**config.mk**
```make
export PLATFORM = sky130hd
export DESIGN_NAME = ata_command_decoder
export DESIGN_NICKNAME = d
export VERILOG_FILES = /design/src/hw/param_store.v /design/src/hw/ata_command_decoder.v
export VERILOG_INCLUDE_DIRS = /design/src /design/src/hw
export SDC_FILE = /design/constraint.sdc
export NUM_CORES = 1
export LEC_CHECK = 0
export BUFFER_PORTS_ARGS = -buffer_cell sky130_fd_sc_hd__buf_2
export CORE_ASPECT_RATIO = 0.5
export CORE_UTILIZATION = 40
export CTS_BUF_LIST = sky130_fd_sc_hd__clkbuf_16
export DETAILED_ROUTE_END_ITERATION = 8
export SYNTH_ARGS = -nofsm -noshare
export SYNTH_HDL_FRONTEND = slang
export SYNTH_HIERARCHICAL = 1
export SYNTH_SLANG_ARGS = --single-unit
export TNS_END_PERCENT = 1
```
**constraint.sdc**
```tcl
create_clock -name clk_sys_i -period 7.8 [get_ports clk_sys_i]
set_clock_uncertainty 0.2 [all_clocks]
set_input_delay 0.78 -clock clk_sys_i [delete_from_list [all_inputs] [get_ports clk_sys_i]]
set_output_delay 0.78 -clock clk_sys_i [all_outputs]
set_load 0.05 [all_outputs]
```
**src/hw/ata_cmd_consts.vh**
```
/*
 Constants for the task-file command decoder: register indices, opcodes,
 field positions, reset values and timing counts. Definitions only.
*/
`ifndef ATA_CMD_CONSTS_VH
`define ATA_CMD_CONSTS_VH

// Parameter register indices
`define IDX_FEATURE 3'h1
`define IDX_COUNT 3'h2
`define IDX_SECTOR 3'h3
`define IDX_TRACK_LO 3'h4
`define IDX_TRACK_HI 3'h5
`define IDX_UNIT 3'h6
`define IDX_COMMAND 3'h7

// Field positions
`define UNIT_DRV_BIT 4
`define UNIT_HEAD_MSB 3
`define DEVCTL_HOB_BIT 7

// Power state answers
`define PWR_STANDBY_ANS 8'h00
`define PWR_IDLE_ANS 8'hFF

// Error register abort bit
`define ERR_ABORT 8'h04
`define ERR_NONE 8'h00

// Opcodes
`define OP_CHK_PWR_A 8'hE5
`define OP_CHK_PWR_B 8'h98
`define OP_VERIFY_A 8'h40
`define OP_VERIFY_B 8'h41
`define OP_VERIFY_EXT 8'h42
`define OP_NATIVE_MAX 8'hF8
`define OP_NATIVE_MAX_EXT 8'h27
`define OP_NOP 8'h00

// Parameter usage classes (flag bits)
`define USE_NONE 4'h0
`define USE_DRV 4'h1
`define USE_DRVHEAD 4'h2
`define USE_LBA 4'h4
`define USE_EXT 4'h8

// Register reset value
`define REG_RESET 8'h00

// Countdown cycles in the execute state before the opcode is acted on
`define BUSY_CYCLES 4'h2
`endif

```
**src/hw/param_store.v**
```verilog
/*
 Double-write parameter store: one 16-bit slot per task-file index.
 Assumes writes arrive one per cycle, synchronous to the core clock.
*/
`timescale 1ns/1ps
`include "ata_cmd_consts.vh"
module param_store #(
    parameter SLOTS = 8
) (
    input wire clk_sys_i,
    input wire arst_n_i,
    input wire wr_i,
    input wire [2:0] wr_idx_i,
    input wire [7:0] wr_data_i,
    input wire ld_i,
    input wire [2:0] ld_idx_i,
    input wire [7:0] ld_data_i,
    input wire [2:0] rd_idx_i,
    input wire rd_hi_i,
    output reg [7:0] rd_data_o,
    output wire [16*SLOTS-1:0] flat_o
);
    genvar g;
    generate
        for (g = 0; g < SLOTS; g = g + 1) begin : slots
            // One register per slot keeps a single driver for each word
            reg [15:0] slot_reg;
            always @(posedge clk_sys_i or negedge arst_n_i) begin
                if (!arst_n_i) begin
                    slot_reg <= {`REG_RESET, `REG_RESET};
                end else if (ld_i && ld_idx_i == g) begin
                    slot_reg <= {slot_reg[7:0], ld_data_i};
                end else if (wr_i && wr_idx_i == g) begin
                    slot_reg <= {slot_reg[7:0], wr_data_i};
                end
            end
            assign flat_o[16*g+15:16*g] = slot_reg;
        end
    endgenerate
    always @(posedge clk_sys_i or negedge arst_n_i) begin
        if (!arst_n_i) begin
            rd_data_o <= `REG_RESET;
        end else begin
            rd_data_o <= rd_hi_i ? flat_o[16*rd_idx_i+8 +: 8] : flat_o[16*rd_idx_i +: 8];
        end
    end
endmodule

```
**src/hw/ata_command_decoder.v**
```verilog
/*
 Task-file command decoder: keeps the parameter registers, decodes an
 opcode when it is written, answers the power mode query itself, hands
 other supported non-legacy commands on, and aborts unknown opcodes.
 Assumes the host interface logic delivers register writes and reads as
 one-cycle strobes on clk_sys_i; the power state comes from the same clock.
*/
// Summary of operation
// - A power query in or around standby sets busy, loads 00h into the count register, clears busy, interrupts.
// - A power query while idle sets busy, loads FFh into the count register, clears busy, interrupts.
// - The power query reads only the drive bit, bit 4 of the unit select register.
// - Each double-written register keeps its two writes as one 16-bit value, first write high.
// - Device control bit 7 chooses whether reads return the high or low byte.
// - Drive-only commands use just the drive bit; full commands use drive and head.
// - Indices are feature 1, count 2, sector 3, track 4 and 5, unit select 6.
// - Opcodes 40h and 41h are 28-bit verify and 42h the 48-bit verify, using count, sector and track.
// - F8h is the 28-bit native maximum query and 27h its 48-bit form, both drive-only.
// - Command-specific registers are passed raw for the command to interpret.
// - Parameters are loaded first; only the opcode write starts a command.
// - Legacy compatibility commands complete as no-operation with status only.
`timescale 1ns/1ps
`include "ata_cmd_consts.vh"
module ata_command_decoder (
    input wire clk_sys_i,
    input wire arst_n_i,
    input wire tf_wr_i,
    input wire [2:0] tf_idx_i,
    input wire [7:0] tf_wdata_i,
    input wire tf_rd_i,
    input wire [2:0] tf_rd_idx_i,
    input wire devctl_wr_i,
    input wire [7:0] devctl_wdata_i,
    input wire pwr_standby_i,
    input wire cmd_done_i,
    output wire [7:0] tf_rdata_o,
    output reg busy_o,
    output reg irq_o,
    output reg [7:0] error_o,
    output reg cmd_start_o,
    output reg [7:0] cmd_code_o,
    output reg [3:0] cmd_use_o,
    output reg cmd_drive_o,
    output reg [3:0] cmd_head_o,
    output reg [15:0] cmd_count_o,
    output reg [47:0] cmd_lba_o,
    output reg [15:0] cmd_feature_o
);
    localparam [3:0] ST_IDLE = 4'b0001;
    localparam [3:0] ST_EXEC = 4'b0010;
    localparam [3:0] ST_WAIT = 4'b0100;
    localparam [3:0] ST_DONE = 4'b1000;

    reg [3:0] state_reg;
    reg [3:0] state_next;
    reg [3:0] cnt_reg;
    reg hob_reg;
    reg [7:0] op_reg;
    reg [3:0] use_reg;
    reg ld_reg;
    reg [7:0] ld_data_reg;
    wire [127:0] flat;
    wire [15:0] feat_w = flat[16*1+15:16*1];
    wire [15:0] cnt_w = flat[16*2+15:16*2];
    wire [15:0] sec_w = flat[16*3+15:16*3];
    wire [15:0] tlo_w = flat[16*4+15:16*4];
    wire [15:0] thi_w = flat[16*5+15:16*5];
    wire [7:0] unit_w = flat[16*6+7:16*6];
    wire op_wr = tf_wr_i && (tf_idx_i == `IDX_COMMAND);

    // Class of an opcode; zero means unsupported
    function [3:0] op_class;
        input [7:0] op;
        begin
            casez (op)
                `OP_CHK_PWR_A, `OP_CHK_PWR_B: op_class = `USE_DRV;
                `OP_VERIFY_A, `OP_VERIFY_B: op_class = `USE_DRVHEAD | `USE_LBA;
                `OP_VERIFY_EXT: op_class = `USE_DRV | `USE_LBA | `USE_EXT;
                `OP_NATIVE_MAX: op_class = `USE_DRV;
                // the 48-bit form is flagged extended, still drive-only
                `OP_NATIVE_MAX_EXT: op_class = `USE_DRV | `USE_EXT;
                8'h06, 8'h24, 8'h25, 8'h29, 8'h34, 8'h35, 8'h37, 8'h39: op_class = `USE_DRV | `USE_LBA | `USE_EXT;
                8'h20, 8'h30, 8'h3C, 8'h50, 8'hC4, 8'hC5, 8'hC8, 8'hCA, 8'hCB, 8'hF9, 8'h7?:
                    op_class = `USE_DRVHEAD | `USE_LBA;
                8'h60, 8'h61: op_class = `USE_DRV | `USE_LBA;
                8'h1?, 8'h90, 8'h94, 8'h95, 8'h96, 8'h97, 8'h99, 8'hB0, 8'hC6, 8'hDE, 8'hDF, 8'hE0, 8'hE1, 8'hE2, 8'hE3,
                8'hE4, 8'hE6, 8'hE7, 8'hE8, 8'hEA, 8'hEC, 8'hEF, 8'hF1, 8'hF2, 8'hF3, 8'hF4, 8'hF5, 8'hF6, `OP_NOP:
                    op_class = `USE_DRV;
                default: op_class = `USE_NONE;
            endcase
        end
    endfunction

    // Legacy commands answered with status alone
    function is_legacy;
        input [7:0] op;
        begin
            is_legacy = (op[7:4] == 4'h1) || (op[7:4] == 4'h7) || (op == 8'h50) || (op == `OP_NOP);
        end
    endfunction

    function is_pwr_query;
        input [7:0] op;
        begin
            is_pwr_query = (op == `OP_CHK_PWR_A) || (op == `OP_CHK_PWR_B);
        end
    endfunction

    // index map lives in the store slots
    param_store #(
        .SLOTS(8)
    ) u_store (
        .clk_sys_i(clk_sys_i),
        .arst_n_i(arst_n_i),
        .wr_i(tf_wr_i && !op_wr && !busy_o),
        .wr_idx_i(tf_idx_i),
        .wr_data_i(tf_wdata_i),
        .ld_i(ld_reg),
        .ld_idx_i(`IDX_COUNT),
        .ld_data_i(ld_data_reg),
        .rd_idx_i(tf_rd_idx_i),
        .rd_hi_i(hob_reg),
        .rd_data_o(tf_rdata_o),
        .flat_o(flat)
    );

    always @* begin
        state_next = state_reg;
        case (state_reg)
            ST_IDLE: begin
                if (op_wr) begin
                    state_next = ST_EXEC;
                end
            end
            ST_EXEC: begin
                if (cnt_reg == 4'h0) begin
                    if (use_reg == `USE_NONE || is_legacy(op_reg) || is_pwr_query(op_reg)) begin
                        state_next = ST_DONE;
                    end else begin
                        state_next = ST_WAIT;
                    end
                end
            end
            ST_WAIT: begin
                if (cmd_done_i) begin
                    state_next = ST_DONE;
                end
            end
            ST_DONE: state_next = ST_IDLE;
            default: state_next = ST_IDLE;
        endcase
    end

    always @(posedge clk_sys_i or negedge arst_n_i) begin
        if (!arst_n_i) begin
            state_reg <= ST_IDLE;
            cnt_reg <= 4'h0;
            hob_reg <= 1'b0;
            op_reg <= `REG_RESET;
            use_reg <= `USE_NONE;
            ld_reg <= 1'b0;
            ld_data_reg <= `REG_RESET;
            busy_o <= 1'b0;
            irq_o <= 1'b0;
            error_o <= `ERR_NONE;
            cmd_start_o <= 1'b0;
            cmd_code_o <= `REG_RESET;
            cmd_use_o <= `USE_NONE;
            cmd_drive_o <= 1'b0;
            cmd_head_o <= 4'h0;
            cmd_count_o <= 16'h0000;
            cmd_lba_o <= 48'h0000_0000_0000;
            cmd_feature_o <= 16'h0000;
        end else begin
            state_reg <= state_next;
            ld_reg <= 1'b0;
            cmd_start_o <= 1'b0;
            irq_o <= 1'b0;
            if (devctl_wr_i) begin
                hob_reg <= devctl_wdata_i[`DEVCTL_HOB_BIT];
            end
            case (state_reg)
                ST_IDLE: begin
                    if (op_wr) begin
                        busy_o <= 1'b1;
                        op_reg <= tf_wdata_i;
                        use_reg <= op_class(tf_wdata_i);
                        cnt_reg <= `BUSY_CYCLES;
                        error_o <= `ERR_NONE;
                    end
                end
                ST_EXEC: begin
                    if (cnt_reg != 4'h0) begin
                        cnt_reg <= cnt_reg - 4'h1;
                    end else if (use_reg == `USE_NONE) begin
                        error_o <= `ERR_ABORT;
                    end else if (is_pwr_query(op_reg)) begin
                        cmd_drive_o <= unit_w[`UNIT_DRV_BIT];
                        ld_reg <= 1'b1;
                        ld_data_reg <= pwr_standby_i ? `PWR_STANDBY_ANS : `PWR_IDLE_ANS;
                    end else if (!is_legacy(op_reg)) begin
                        // legacy skips the hand-off; fields passed raw
                        cmd_start_o <= 1'b1;
                        cmd_code_o <= op_reg;
                        cmd_use_o <= use_reg;
                        cmd_feature_o <= feat_w;
                        cmd_drive_o <= unit_w[`UNIT_DRV_BIT];
                        // native max queries fall in drive-only class
                        cmd_head_o <= (use_reg & `USE_DRVHEAD) != 4'h0 ? unit_w[`UNIT_HEAD_MSB:0] : 4'h0;
                        if ((use_reg & `USE_EXT) != 4'h0) begin
                            // 16-bit pairs form the 48-bit address
                            cmd_count_o <= cnt_w;
                            cmd_lba_o <= {thi_w[15:8], tlo_w[15:8], sec_w[15:8], thi_w[7:0], tlo_w[7:0], sec_w[7:0]};
                        end else begin
                            cmd_count_o <= {8'h00, cnt_w[7:0]};
                            cmd_lba_o <= {20'h0_0000, unit_w[3:0], thi_w[7:0], tlo_w[7:0], sec_w[7:0]};
                        end
                    end
                end
                ST_DONE: begin
                    busy_o <= 1'b0;
                    irq_o <= 1'b1;
                end
                default: begin
                end
            endcase
        end
    end
endmodule

```
==> results.cfg, run 1 <==
[status]
status = finished, violations left
violations = slew limit

[cells_and_area]
final_area_sq_um = 14100
area_delta_synth_final_pct = 13.3
fillers = 2810
largest_reg_flops = 128
final_nets = 1144
diodes = 0
drive_above_1_share_pct = 25.1

[global_routing]
antenna_found_initial = 0
grt_max_degree = 133
grt_pass1_vias = 8349
grtUsageTotal_pct = 20.0
grt_pass1_wl_mm = 49.6
grt_overflow = 0

[synthesis]
synth_commonest_cells = 259 x dfrtp_1, 103 x mux2i_1, 91 x nand2_1, 63 x mux2_2, 60 x mux2_1
synth_ff_type = dfrtp_1
syn_inst = 1023
synth_edf_count = 0
syn_avg_cell_area_sq_um = 12.2
synth_top_area_share_pct = 52.0
synth_seq_cells = 260
synth_cell_types = 74
synth_largest_area_cell = dfrtp_1
yosysSeqAreaShare_pct = 52.2
synthTopCellsByArea = dfrtp_1 52%, mux2i_1 8.3%, mux2_2 5.7%, mux2_1 5.4%, mux4_2 3.3%
yosys_warnings = 6
ys_async_sr_fraction_pct = 100
synth.most_common_cell = dfrtp_1
syn-cell-area_sq_um = 12500

[clock_network]
cts_buffer_depth = 3
cts_hold_buf = 0
cts.htree.levels = 1
clkTransAtPathRegs_ns = 0.06
clock-root-buffer = clkbuf_16
post_cts_resized = 0
tritoncts = yes
cts_sinks = 260
post_cts_buffers = 0
clk_latency_ns = 0.54
cts_made_buffers = 26

[critical_path]
r2r_cells = 9
r2r-end = cmd_lba_o[12]
worstPathArrival_ns = 4.19
crit_type = flop to flop
cp-end-kind = flop
critPathLaunchType = flop
crit_fanout = 52
reg2reg_from = cnt_reg[0]
critPathRequiredTime_ns = 8.02
reg2reg_slack_ns = 3.82

[timing]
setup_violations = 0
finalCritPeriodShare_pct = 51.0
whs_ns = 0.172
tightest_slew_ns = 3.14
hold_viol = 0
maxSlewViolCount = 36
timing.final.crit_period_ns = 3.98
rsz0062_at_grt = no
tns_ns = 0
relSlewSlack_pct = -112
clock.fmax_ghz = 0.251

[placement]
io_buffers = 129
dpl_cell_area_sq_um = 13300
dpl.hpwl_mm = 20.9
gp_congestion = 0.815

[drt]
ant_nets = 0
drcViolationCount = 0
wire_per_inst_microns = 20.2
drt_iter0_drc = 710
wl_mm = 31.5
vias_per_cell = 5.36
first_pass_iters = 5
vias = 8334

[pwr]
p_leak_nw = 6.83
power_density_nw_per_um2 = 255
total_power_w = 0.00360
ir_drop_mv = 0.132

[run]
cap_violations = 0

[floorplanning]
rows = 45
fp.dieW_microns = 252
dieArea_sq_um = 31900
start_util_pct = 40.9
die_y_microns = 127
core_area_sq_um = 30500
ios = 145

[worst_hold_path]
min_path_type = primary input to async pin
## cell type report
type | instances | area [sq um] | share of cell area [%]
inverters | 45 | 171 | 1.21
clock inverters | 19 | 118 | 0.833
multi-input cells | 642 | 5400 | 38.2
well taps | 423 | 529 | 3.75
flip-flops and latches | 260 | 6510 | 46.1
repair buffers | 138 | 723 | 5.12
clock buffers | 27 | 676 | 4.78
## worst max-delay path, stage by stage, from the launching register on
cell     delay [ns]
dfrtp_1        0.41
inv_1          0.10
ha_1           0.15
nor3b_1        0.38
nand3_1        0.20
a31oi_2        0.42
nand2_2        0.34
inv_4          0.50
buf_4          0.72
mux2_1         0.39
## how the worst max path moves through the flow
stage	start	to	slack, ns	cells past startpoint
2_1_floorplan	tf_wr_i	u_store/slots[1].slot_reg[10]	5.25	6
3_3_place_gp	cnt_reg[0]	cmd_lba_o[20]	3.99	9
3_5_place_dp	cnt_reg[0]	cmd_lba_o[12]	3.82	9
4_1_cts	cnt_reg[0]	cmd_lba_o[12]	3.76	9
5_1_grt	cnt_reg[0]	cmd_lba_o[12]	3.56	9
6_report	cnt_reg[0]	cmd_lba_o[12]	3.82	9
## layout by cell type, fill, tap and decap left out, types with 16 or more instances in the layout
cell type / count
a22oi_1: 16
mux2_2: 63
a21oi_1: 43
mux2i_1: 103
clkbuf_16: 27
mux2_1: 60
buf_2: 128
o21ai_0: 37
dfrtp_1: 257
nand2_1: 91
inv_1: 48
nor2_1: 54
mux4_2: 18
## stage by stage
stage | setup slack, ns | std cells | utilization, %
after floorplan | 5.25 | 1031 | -
after global placement | 3.99 | 1508 | 43.8
after detailed placement | 3.82 | 1508 | 43.8
after CTS | 3.76 | 1554 | 46.4
after global routing | 3.56 | 1554 | 46.4
final | 3.82 | 1554 | 46.4
## kinds of logic (layout without fill, tap and decap cells)
group                      after synthesis  in the layout  share of synthesized area (%)
muxes                                  260            260                           25.8
other                                    2             10                         0.0602
xor gates and xnor gates                 5              5                          0.351
AOI/OAI and AO/OA                      142            142                           6.92
DFF                                    260            260                           52.2
buffers and inverters                  129            229                           4.88
and+or+nand+nor                        223            223                           9.57
adders and majority gates                2              2                          0.201
## report_power, final
group          switching (W)  total [W]  leakage, nW  internal [W]
Clock               0.000530    0.00119        0.398      0.000657
Combinational       0.000341   0.000630         2.98      0.000288
Sequential          0.000200    0.00178         3.45       0.00158
Total                0.00107    0.00360         6.83       0.00252
## routing by layer
metal  GRT usage (%)  part of all wire, %  wire length [microns]
met4            3.91                  1.6                    507
met3            3.78                  5.2                   1620
met5               0                    0                      0
met1            28.6                   47                  14700
met2            32.0                   46                  14600
No activity file was read; power rests on OpenSTA's default activity.
==> run 2, diff against run 1 <==
ABC_AREA = 1   (was unset)
clock period = 3.5 ns   (was 7.8 ns; I/O delays follow)
==> run 2 against run 1 <==
Effect of this change:
- the run now ends clean
- global-route usage is 2.1 points higher
- setup slack worse by 3.1 ns
- non-clock buffer count is 11 higher
- sequential share of layout area is 1.7 points lower
- combinational power is 70% higher
- register-to-register slack worse by 3.1 ns
- die area is 3.5% higher
- synthesized cell count is 64% higher
- worst hold slack worse by 0.15 ns
- sequential cell count stayed put
- critical path depth is 1 lower
- largest cell class unchanged
==> results.cfg, run 2 <==
[clock_network]
cts.htree.levels = 1
cts_sinks = 260
clock-root-buffer = clkbuf_16
cts_hold_buf = 7
clk_latency_ns = 0.56
cts_made_buffers = 25
post_cts_buffers = 0
post_cts_resized = 0
tritoncts = yes
clkTransAtPathRegs_ns = 0.07
cts_buffer_depth = 3

[synthesis]
syn_inst = 1680
synth_top_area_share_pct = 50.2
synthTopCellsByArea = dfrtp_1 50%, nand2_1 18%, o21ai_0 5.3%, inv_1 5.0%, nand3_1 4.7%
ys_async_sr_fraction_pct = 100
synth.most_common_cell = nand2_1
syn-cell-area_sq_um = 12900
synth_seq_cells = 260
yosysSeqAreaShare_pct = 50.4
synth_edf_count = 0
synth_ff_type = dfrtp_1
yosys_warnings = 6
synth_cell_types = 39
syn_avg_cell_area_sq_um = 7.68
synth_commonest_cells = 626 x nand2_1, 259 x dfrtp_1, 171 x inv_1, 137 x o21ai_0, 120 x nand3_1
synth_largest_area_cell = dfrtp_1

[critical_path]
worstPathArrival_ns = 2.96
critPathSlowestCell = buf_4
critPathLaunchType = flop
crit_fanout = 87
max_stage_delay_ns = 0.70
crit_family = buffers and inverters
crit_type = flop to flop
cp_num_buf_inv = 3
worstPathCellList = inv_1 -> nand4_1 -> nor3_1 -> nor2_2 -> nand3_4 -> buf_4 -> buf_4 -> o21ai_0
critPathRequiredTime_ns = 3.71
path_common_cell = buf_4
cp-end-kind = flop

[pwr]
p_leak_nw = 7.84
total_power_w = 0.00715
clockPowerShare_pct = 38.5
swShare_pct = 29.9
p_comb_share_pct = 15.0
power_frac_seq_pct = 46.6
power_density_nw_per_um2 = 488
p_sw_w = 0.00214
p_int_w = 0.00501
ir_drop_mv = 0.320

[placement]
dpl.hpwl_mm = 24.6
place_ws_ns = 0.708
io_buffers = 129
gp_congestion = 0.925
dpl_cell_area_sq_um = 13800

[drt]
drt_iter0_drc = 1027
wl_mm = 36.2
first_pass_iters = 5
drcViolationCount = 0
vias_per_cell = 4.94
ant_nets = 0
vias = 11000
wire_per_inst_microns = 16.2

[floorplanning]
rows = 46
dieArea_sq_um = 33000
core_area_sq_um = 31700
ios = 145
die_y_microns = 129
fp.dieW_microns = 256
start_util_pct = 40.7

[global_routing]
grt_overflow = 0
antenna_found_initial = 1
grt_pass1_wl_mm = 57.6
grt_pass1_vias = 10100
grt_max_degree = 88
grtUsageTotal_pct = 22.2

[timing]
fin_ws_ns = 0.747
clock.fmax_ghz = 0.363
timing.final.crit_period_ns = 2.75
tightest_slew_ns = 0.932
tns_ns = 0
finalCritPeriodShare_pct = 78.7
maxSlewViolCount = 0
setup_violations = 0
relSlewSlack_pct = 37.9
rsz0062_at_grt = no
hold_viol = 0

[cells_and_area]
largest_reg_flops = 128
drive_above_1_share_pct = 13.8
area_delta_synth_final_pct = 13.6
final_nets = 1811
final_area_sq_um = 14700
layout_commonest_cell = nand2_1
most-common-layout-cells = 626 x nand2_1, 257 x dfrtp_1, 177 x inv_1

[run]
cap_violations = 0

[status]
status = complete, no violations

[worst_hold_path]
min_path_type = primary input to flop
[run 2: changes by cell type after synthesis, sizes merged, moves of 99 or more]
cell   change
nand3    +122
inv      +142
o21ai    +122
mux2     -124
mux2i     -99
nand2    +546
[run 2: metrics by stage]
step | hold slack (ns) | utilization, % | instances
CTS | 0.00598 | 46.2 | 2231
global placement | 0.136 | 43.5 | 2178
finish | 0.0207 | 46.2 | 2232
floorplan | -0.146 | - | 1698
global route | 0.0384 | 46.2 | 2232
detailed placement | 0.132 | 43.5 | 2178
[run 2: worst paths after layout]
| path | slack [ns] | start | to | cells after the start |
|---|---|---|---|---|
| max in group asynchronous | 2.08 | arst_n_i | state_reg[0] | 3 |
| max reg2reg | 0.75 | op_reg[7] | cmd_lba_o[38] | 8 |
| min reg2reg | 0.26 | u_store/slots[7].slot_reg[7] | u_store/slots[7].slot_reg[15] | 2 |
| min in group asynchronous | 0.12 | arst_n_i | cmd_feature_o[13] | 2 |
| min | 0.02 | tf_wdata_i[3] | u_store/slots[0].slot_reg[3] | 3 |
| max | 0.75 | op_reg[7] | cmd_lba_o[38] | 8 |
[run 2: metal layers]
| metal | up-vias | global-route usage, % | share of wire [%] |
|---|---|---|---|
| met4 | 0 | 4.47 | 1.9 |
| li1 | 5457 | - | - |
| met3 | 48 | 3.13 | 5.7 |
| met5 | - | 0 | 0 |
| met1 | 5219 | 33.1 | 48 |
| met2 | 303 | 34.4 | 44 |
[run 2: area by class of cell]
| cell class | count | area (sq um) |
|---|---|---|
| well taps | 432 | 541 |
| inverters | 187 | 704 |
| clock buffers | 25 | 626 |
| flip-flops and latches | 260 | 6510 |
| repair buffers | 149 | 873 |
| multi-input cells | 1157 | 5220 |
| diodes | 1 | 2.50 |
| fillers | 3182 | 17000 |
| clock inverters | 21 | 186 |
[run 2: tightest hold or removal path, cell delays in order]
cell	delay, ns
buf_2	0.21
nand2_1	0.10
a31oi_1	0.08
[run 2: cells by family (layout without fill, tap and decap cells)]
kind of cell | count (synthesis) | count (layout) | share of synthesized area, %
multiplexers | 5 | 5 | 0.398
other | 2 | 21 | 0.0582
buffers and inverters | 281 | 382 | 9.69
AND/OR/NAND/NOR | 903 | 903 | 29.2
adder cells (fa/ha/maj) | 2 | 2 | 0.194
flip-flops | 260 | 260 | 50.4
AO/OA/AOI/OAI | 226 | 226 | 9.96
XOR/XNOR | 1 | 1 | 0.0679
[run 2: power groups by stage]
stage          sequential [W]  combinational, W  clock (W)
2_1_floorplan         0.00342          0.000647          0
3_3_place_gp          0.00338           0.00105          0
3_5_place_dp          0.00339           0.00106          0
4_1_cts               0.00333           0.00108    0.00281
5_1_grt               0.00335           0.00121    0.00293
6_report              0.00333           0.00107    0.00275
